File: src/ccsu_pkg.sv
// Purpose: Shared constants and types for the common command and status unit
// Assumes: Commands arrive already parsed, numeric arguments converted to binary
// Notes:   Bit positions follow the usual status byte layout
package ccsu_pkg;

	typedef enum logic [3:0] {
		OP_CLS     = 4'h0,
		OP_EVM_SET = 4'h1,
		OP_EVM_QRY = 4'h2,
		OP_EVT_QRY = 4'h3,
		OP_OPC_SET = 4'h4,
		OP_OPC_QRY = 4'h5,
		OP_SVM_SET = 4'h6,
		OP_SVM_QRY = 4'h7,
		OP_SBYTE_QRY = 4'h8,
		OP_TST_QRY = 4'h9,
		OP_WAI     = 4'hA,
		OP_RST     = 4'hB,
		OP_IDN_QRY = 4'hC
	} ccsu_op_e;

	typedef struct packed {
		ccsu_op_e   op;
		logic [7:0] arg;
	} ccsu_cmd_s;

	typedef struct packed {
		logic [7:0] chr;
		logic       last;
	} ccsu_resp_s;

	localparam int unsigned EVT_OPC_BIT    = 0;
	localparam int unsigned SBYTE_MAV_BIT  = 4;
	localparam int unsigned SBYTE_ESB_BIT  = 5;
	localparam int unsigned SBYTE_MSS_BIT  = 6;
	localparam logic [7:0]  SVM_WRITE_MASK = 8'hBF;
	localparam logic [7:0]  EVT_RESET      = 8'h00;
	localparam logic [7:0]  EVM_RESET      = 8'h00;
	localparam logic [7:0]  SVM_RESET      = 8'h00;
	localparam logic [7:0]  TST_PASS       = 8'h00;
	localparam logic [7:0]  OPC_DONE       = 8'h01;
	localparam logic [7:0]  ASCII_ZERO     = 8'h30;
	localparam logic [7:0]  ASCII_ONE      = 8'h31;

	// Status byte with the summary bit in position 6
	function automatic logic [7:0] ccsu_sbyte(input logic [7:0] summ, input logic [7:0] evt,
		input logic [7:0] evm, input logic [7:0] svm, input logic mav);
		logic [7:0] s;
		s = summ;
		s[SBYTE_MAV_BIT] = mav;
		s[SBYTE_ESB_BIT] = |(evt & evm);
		s[SBYTE_MSS_BIT] = 1'b0;
		s[SBYTE_MSS_BIT] = |(s & svm);
		return s;
	endfunction : ccsu_sbyte

endpackage : ccsu_pkg

File: src/ccsu_unit.sv
// Purpose: Common command handling and standard status registers
// Assumes: One command at a time; answers leave as ASCII characters
// Notes:   Commands are only taken while the answer path is empty
`timescale 1ns/1ps
module ccsu_unit
	import ccsu_pkg::*;
#(
	parameter int unsigned                ID_LEN  = 16,
	// Arbitrary identification text, not a real part
	parameter logic [8*ID_LEN-1:0]        ID_TEXT = "MODEL,SN0,V1,D00"
)(
	input  wire logic                     ref_clk,
	input  wire logic                     rst,
	input  wire logic                     cmd_valid,
	input  wire ccsu_cmd_s                cmd,
	output logic                          cmd_ready,
	input  wire logic [7:0]               event_in,
	input  wire logic [7:0]               summary_in,
	output logic                          resp_valid,
	output ccsu_resp_s                    resp,
	input  wire logic                     resp_ready,
	output logic [7:0]                    status_byte,
	output logic                          remote_mode
);
	localparam int unsigned IW = (ID_LEN > 4) ? $clog2(ID_LEN) : 2;

	if (ID_LEN < 1) begin : g_bad_len
		$error("ID_LEN must be at least 1");
	end

	typedef enum logic [1:0] {
		ST_IDLE = 2'b00,
		ST_NUM  = 2'b01,
		ST_TEXT = 2'b10
	} ccsu_state_e;

	ccsu_state_e   st_q, st_d;
	logic [7:0]    evt_q, evt_d;
	logic [7:0]    evm_q, evm_d;
	logic [7:0]    svm_q, svm_d;
	logic [7:0]    sbyte_q, sbyte_d;
	logic [1:0]    num_pos;
	logic [7:0]    val_q, val_d;
	logic [IW-1:0] idx_q, idx_d;
	logic          pend_q, pend_d;
	logic          rdy_q, rdy_d;
	logic          rv_q, rv_d;
	ccsu_resp_s    resp_q, resp_d;
	logic          rem_q, rem_d;
	logic [23:0]   digits;
	logic [1:0]    first;
	logic [7:0]    chr;
	logic          last;
	logic          take;

	ccsu_dec_fmt u_fmt (
		.value  (val_q),
		.digits (digits),
		.first  (first)
	);

	assign take = cmd_valid && rdy_q;

	always_comb begin
		// Leading zeros skipped by starting at the first significant digit
		num_pos = idx_q[1:0] + first;
		if (st_q == ST_TEXT) begin
			chr  = ID_TEXT[8*(ID_LEN-1-int'(idx_q)) +: 8];
			last = (int'(idx_q) == ID_LEN-1);
		end else begin
			chr  = digits[8*(2-int'(num_pos)) +: 8];
			last = (num_pos == 2'h2);
		end
	end

	always_comb begin
		st_d   = st_q;
		evt_d  = evt_q;
		evm_d  = evm_q;
		svm_d  = svm_q;
		val_d  = val_q;
		idx_d  = idx_q;
		pend_d = pend_q;
		rv_d   = rv_q;
		resp_d = resp_q;
		rem_d  = rem_q;
		case (st_q)
			ST_IDLE: begin
				if (take) begin
					pend_d = 1'b1;
					idx_d  = '0;
					case (cmd.op)
						OP_CLS:     evt_d = EVT_RESET;
						OP_EVM_SET: evm_d = cmd.arg;
						OP_SVM_SET: svm_d = cmd.arg & SVM_WRITE_MASK;
						OP_OPC_SET: evt_d[EVT_OPC_BIT] = 1'b1;
						OP_RST: begin
							evm_d = EVM_RESET;
							svm_d = SVM_RESET;
							rem_d = 1'b1;
						end
						OP_EVM_QRY: begin
							val_d = evm_q;
							st_d  = ST_NUM;
						end
						OP_EVT_QRY: begin
							val_d = evt_q;
							evt_d = EVT_RESET;
							st_d  = ST_NUM;
						end
						OP_OPC_QRY: begin
							val_d = OPC_DONE;
							st_d  = ST_NUM;
						end
						OP_SVM_QRY: begin
							val_d = svm_q;
							st_d  = ST_NUM;
						end
						OP_SBYTE_QRY: begin
							val_d = sbyte_q;
							st_d  = ST_NUM;
						end
						OP_TST_QRY: begin
							val_d = TST_PASS;
							st_d  = ST_NUM;
						end
						OP_IDN_QRY: st_d = ST_TEXT;
						default: ; // Wait is a no-op
					endcase
				end
			end
			default: begin
				if (!rv_q || resp_ready) begin
					if (pend_q) begin
						resp_d.chr  = chr;
						resp_d.last = last;
						rv_d        = 1'b1;
						pend_d      = !last;
						idx_d       = idx_q + 1'b1;
					end else begin
						rv_d = 1'b0;
						st_d = ST_IDLE;
					end
				end
			end
		endcase
		// New events win over any clear in the same cycle
		evt_d   = evt_d | event_in;
		rdy_d   = (st_d == ST_IDLE);
		sbyte_d = ccsu_sbyte(summary_in, evt_d, evm_d, svm_d, st_d != ST_IDLE);
	end

	always_ff @(posedge ref_clk) begin
		if (rst) begin
			st_q   <= ST_IDLE;
			evt_q  <= EVT_RESET;
			evm_q  <= EVM_RESET;
			svm_q  <= SVM_RESET;
			sbyte_q <= 8'h00;
			val_q  <= 8'h00;
			idx_q  <= '0;
			pend_q <= 1'b0;
			rdy_q  <= 1'b1;
			rv_q   <= 1'b0;
			resp_q <= '0;
			rem_q  <= 1'b0;
		end else begin
			st_q   <= st_d;
			evt_q  <= evt_d;
			evm_q  <= evm_d;
			svm_q  <= svm_d;
			sbyte_q <= sbyte_d;
			val_q  <= val_d;
			idx_q  <= idx_d;
			pend_q <= pend_d;
			rdy_q  <= rdy_d;
			rv_q   <= rv_d;
			resp_q <= resp_d;
			rem_q  <= rem_d;
		end
	end

	assign cmd_ready   = rdy_q;
	assign resp_valid  = rv_q;
	assign resp        = resp_q;
	assign status_byte = sbyte_q;
	assign remote_mode = rem_q;
endmodule : ccsu_unit

File: src/ccsu_dec_fmt.sv
// Purpose: Splits an 8 bit value into up to three ASCII decimal digits
// Assumes: Purely combinational, read by the answer sequencer
// Notes:   Leading zeros are skipped by the first digit index
`timescale 1ns/1ps
module ccsu_dec_fmt
	import ccsu_pkg::*;
(
	input  wire logic [7:0]  value,
	output logic      [23:0] digits,
	output logic      [1:0]  first
);
	logic [7:0] hund;
	logic [7:0] tens;
	logic [7:0] ones;

	assign hund   = value / 8'h64;
	assign tens   = (value / 8'h0A) % 8'h0A;
	assign ones   = value % 8'h0A;
	assign digits = {ASCII_ZERO + hund, ASCII_ZERO + tens, ASCII_ZERO + ones};
	assign first  = (hund != 8'h00) ? 2'h0 : ((tens != 8'h00) ? 2'h1 : 2'h2);
endmodule : ccsu_dec_fmt

File: config.mk
export PLATFORM = sky130hd
export DESIGN_NAME = ccsu_unit
export DESIGN_NICKNAME = d
export VERILOG_FILES = /design/src/ccsu_pkg.sv /design/src/ccsu_unit.sv /design/src/ccsu_dec_fmt.sv
export SDC_FILE = /design/constraint.sdc
export NUM_CORES = 1
export LEC_CHECK = 0
export BUFFER_PORTS_ARGS = -buffer_cell sky130_fd_sc_hd__buf_2
export CORE_ASPECT_RATIO = 1.5
export CORE_MARGIN = 1.5
export CORE_UTILIZATION = 45
export CTS_BUF_LIST = sky130_fd_sc_hd__clkbuf_4
export CTS_CLUSTER_DIAMETER = 200
export CTS_CLUSTER_SIZE = 8
export DETAILED_ROUTE_END_ITERATION = 16
export HOLD_SLACK_MARGIN = 0.05
export PLACE_DENSITY_LB_ADDON = 0.1
export SETUP_SLACK_MARGIN = 0.4
export SLEW_MARGIN = 20
export SYNTH_ARGS = -nofsm -noshare
export SYNTH_HDL_FRONTEND = slang
export SYNTH_SLANG_ARGS = --single-unit
File: constraint.sdc
create_clock -name ref_clk -period 8.7 [get_ports ref_clk]
set_input_delay 0.87 -clock ref_clk [delete_from_list [all_inputs] [get_ports ref_clk]]
set_output_delay 0.87 -clock ref_clk [all_outputs]
set_load 0.02 [all_outputs]
==> summary.log <==
[global_routing] via count of the first global-routing pass 4037
[flow_run] max_cap viols 0
[pwr] power density normalized to cell area 172 nW/um^2
[sta] Worst Clk Skew 0.0232 ns
[pwr] leakage dissipation 1.80 nW
[setup_path] endpoint required time on the critical path 9.05 ns
[detailed_routing] total via count after detailed routing 4306
[global_routing] all-layer global routing usage 0.250
[synth] Cell Area, Synth 4250 sq um
[placement] count of input and output buffers 48
[global_routing] met1 capacity usage during global routing 0.274
[cells_and_area] layout-stage area growth over the synthesis result 8.57%
[pwr] worst IR drop on VDD 0.105 mV
[placement] dpl cell area 4460 sq um
[hold_path] hold path depth 2
[synth] Warnings, synthesis 0
[synth] library cells used by synthesis 75
[global_routing] global-route track usage on met2 0.447
[synth] synthesized netlist cell count 572
[sta] setup repair after global routing missed its margin false
[setup_path] Critical Path AT 6.55 ns
[synth] share of flip-flops with an asynchronous set or reset after synthesis 0
[clock_network] Clk Latency, worst-skew pair 0.41 ns
[synth] sequential share of the synthesized area 0.273
[detailed_routing] number of DRC markers in iteration 0 308
[cells_and_area] post-route standard cell area excluding fillers 4610 sq um
[die] core area 9200 sq um
[clock_network] Max H-tree Level 3
[detailed_routing] DRC errors left 0
[setup_path] kind of end point of the critical path register
[clock_network] Clock transition at path regs 0.10 ns
[hold_path] Hold Crit Class reg2reg
[sta] worst hold-check slack 0.452 ns
[sta] Max transition margin 0.365
[die] cell row count 43
[clock_network] clock tree from TritonCTS built
[clock_network] post-CTS setup buffer count 0
[cells_and_area] antenna fix cells 0
[cells_and_area] leading cell type in the layout, fill and taps excluded sky130_fd_sc_hd__nor2_1
[global_routing] maximum number of pins on one net before global-route repair 59
[placement] Post-DP HPWL 8770 um
[synth] number of flip-flops and latches in the synthesized netlist 58
[detailed_routing] Post-DRT Antenna Nets 0
[cells_and_area] Nets 641
[sta] Min Clock Period, post-route 6.19 ns
[global_routing] busiest metal layer after global routing met2
[die] initial standard-cell utilization of the core 0.462
[sta] highest attainable clock frequency 161 MHz
[placement] final weighted congestion in routability-driven placement 0.865
[synth] average footprint of a synthesized cell 7.43 sq um
[setup_path] Reg2Reg Depth 25
[setup_path] Crit Path Category reg2reg
[detailed_routing] detailed-route wire length per cell 16.8 um
[synth] most frequently used flop master after synthesis sky130_fd_sc_hd__dfxtp_1
[clock_network] number of sinks handled by clock tree synthesis 58
[detailed_routing] post-detailed-routing wire length 11900 um
[clock_network] count of hold-fix buffers inserted at cts 0
[sta] final period utilization 0.712
[global_routing] antenna violations before repair 0
[sta] slew at the pin closest to its max-slew limit 0.946 ns
[global_routing] global routing usage on met3 0.0390
[clock_network] total CTS buffers 9
[die] I/O Pins 52
[setup_path] type of element launching the critical path register
[setup_path] CP max FO 23
[global_routing] grt total ovfl 0
[clock_network] maximum buffer depth of the clock tree 2
[sta] TNS Setup 0 ns
[cells_and_area] leading cell types in the layout, fill and taps excluded 62 x sky130_fd_sc_hd__nor2_1, 58 x sky130_fd_sc_hd__a21oi_1, 58 x sky130_fd_sc_hd__dfxtp_1, 48 x sky130_fd_sc_hd__buf_2, 46 x sky130_fd_sc_hd__nand2_1
[detailed_routing] Pre-Repair DR Iteration Count 7
[clock_network] buffer type at the clock tree root sky130_fd_sc_hd__clkbuf_4
[sta] total count of hold-check failures in the final report 0
[cells_and_area] fraction of final layout cells sized beyond drive strength 1 0.151
[clock_network] CTS resizes 0
[sta] final count of pins violating max slew 0
[global_routing] first-pass GRT wire length 19300 um
[cells_and_area] Finished Core Util 0.502
[die] Chip Width 82.4 um
[sta] count of final setup violators 0
[detailed_routing] Via density 6.07
[status] status completed
[die] die area 10000 sq um
[die] die extent in y 122 um
[synth] Post-synth EDFFs 0
-- critical path, stage by stage, from the launching register on --
cell                        delay, ns
sky130_fd_sc_hd__dfxtp_1         0.81
sky130_fd_sc_hd__nor2b_2         0.37
sky130_fd_sc_hd__a211oi_1        0.11
sky130_fd_sc_hd__o21a_1          0.21
sky130_fd_sc_hd__or3_1           0.49
sky130_fd_sc_hd__clkinv_2        0.21
sky130_fd_sc_hd__o211a_1         0.24
sky130_fd_sc_hd__o21a_1          0.23
sky130_fd_sc_hd__inv_1           0.08
sky130_fd_sc_hd__ha_1            0.19
sky130_fd_sc_hd__nor2_1          0.09
sky130_fd_sc_hd__o21ai_0         0.10
sky130_fd_sc_hd__xnor2_1         0.16
sky130_fd_sc_hd__o21ai_0         0.13
sky130_fd_sc_hd__ha_1            0.21
sky130_fd_sc_hd__inv_1           0.04
sky130_fd_sc_hd__or2_2           0.30
sky130_fd_sc_hd__o31a_1          0.28
sky130_fd_sc_hd__ha_1            0.19
sky130_fd_sc_hd__xor2_1          0.15
sky130_fd_sc_hd__xnor2_1         0.26
sky130_fd_sc_hd__ha_1            0.35
sky130_fd_sc_hd__nor2_1          0.22
sky130_fd_sc_hd__a221oi_1        0.10
sky130_fd_sc_hd__a2111oi_0       0.43
sky130_fd_sc_hd__a32o_1          0.19
-- worst paths after layout --
| path | to | startpoint | slack (ns) |
|---|---|---|---|
| worst max-delay path | resp[2] | val_q[3] | 2.51 |
| worst min-delay path | remote_mode | remote_mode | 0.45 |
| worst max register to register | resp[2] | val_q[3] | 2.51 |
| worst min register to register | remote_mode | remote_mode | 0.45 |
-- cell families after synthesis --
kind of cell               share of synthesized area
and+or+nand+nor                                0.264
AOI/OAI and AO/OA                              0.305
buffers and inverters                         0.0724
DFF                                            0.273
adders and majority gates                     0.0500
xor gates and xnor gates                      0.0268
muxes                                        0.00824
other                                       0.000882
-- cell usage after synthesis, types with 4 or more instances --
| master | n | share of area |
|---|---|---|
| sky130_fd_sc_hd__or3_1 | 4 | 0.0059 |
| sky130_fd_sc_hd__a221oi_1 | 8 | 0.016 |
| sky130_fd_sc_hd__a21oi_1 | 58 | 0.068 |
| sky130_fd_sc_hd__ha_1 | 17 | 0.050 |
| sky130_fd_sc_hd__a31oi_1 | 7 | 0.010 |
| sky130_fd_sc_hd__nor3_1 | 21 | 0.025 |
| sky130_fd_sc_hd__a22oi_1 | 11 | 0.019 |
| sky130_fd_sc_hd__nor2_1 | 62 | 0.055 |
| sky130_fd_sc_hd__nand2b_1 | 11 | 0.016 |
| sky130_fd_sc_hd__o211ai_1 | 4 | 0.0071 |
| sky130_fd_sc_hd__inv_1 | 25 | 0.022 |
| sky130_fd_sc_hd__o21ai_0 | 33 | 0.039 |
| sky130_fd_sc_hd__o31ai_1 | 6 | 0.011 |
| sky130_fd_sc_hd__dfxtp_1 | 58 | 0.27 |
| sky130_fd_sc_hd__o22ai_1 | 7 | 0.010 |
| sky130_fd_sc_hd__buf_6 | 4 | 0.011 |
| sky130_fd_sc_hd__a211oi_1 | 12 | 0.021 |
| sky130_fd_sc_hd__nand2_1 | 46 | 0.041 |
| sky130_fd_sc_hd__clkbuf_1 | 28 | 0.025 |
| sky130_fd_sc_hd__buf_2 | 8 | 0.0094 |
| sky130_fd_sc_hd__nand3_1 | 27 | 0.032 |
| sky130_fd_sc_hd__xnor2_1 | 11 | 0.023 |
| sky130_fd_sc_hd__and3_1 | 13 | 0.019 |
| sky130_fd_sc_hd__nor2b_1 | 15 | 0.022 |
| sky130_fd_sc_hd__o21a_1 | 4 | 0.0071 |
| sky130_fd_sc_hd__nor3b_1 | 4 | 0.0071 |
-- stage by stage --
step	instances	setup slack, ns	power, W
floorplan	573	3.48	0.000514
global placement	693	2.60	0.000572
detailed placement	693	2.56	0.000573
CTS	709	2.54	0.000798
global route	709	1.99	0.000845
finish	709	2.51	0.000794
-- registers in the layout, summed over array words and instances, names as in the netlist --
signal       flops
st_q             2
status_byte      8
evm_q            8
resp             9
pend_q           1
idx_q            4
cmd_ready        1
val_q            8
remote_mode      1
svm_q            7
resp_valid       1
evt_q            8
-- power breakdown --
| part | internal (W) | switching (W) | leakage (nW) | total [W] |
|---|---|---|---|---|
| Clock | 0.000118 | 0.000106 | 0.0838 | 0.000224 |
| Sequential | 0.000277 | 0.0000200 | 0.474 | 0.000297 |
| Combinational | 0.000107 | 0.000166 | 1.24 | 0.000273 |
-- metal layers --
layer,wire (um),part of all wire
met1,4630,0.39
met2,6230,0.52
met3,552,0.046
met4,504,0.042
met5,0,0
-- area by class of cell --
type	count	area, sq um
Clock buffer	10	75.1
Clock inverter	6	81.3
Fill cell	953	4590
Inverter	26	98.8
Multi-Input combinational cell	446	2800
Sequential cell	58	1160
Tap cell	112	140
Timing Repair Buffer	51	263
Power figures use the tool's default switching activity.
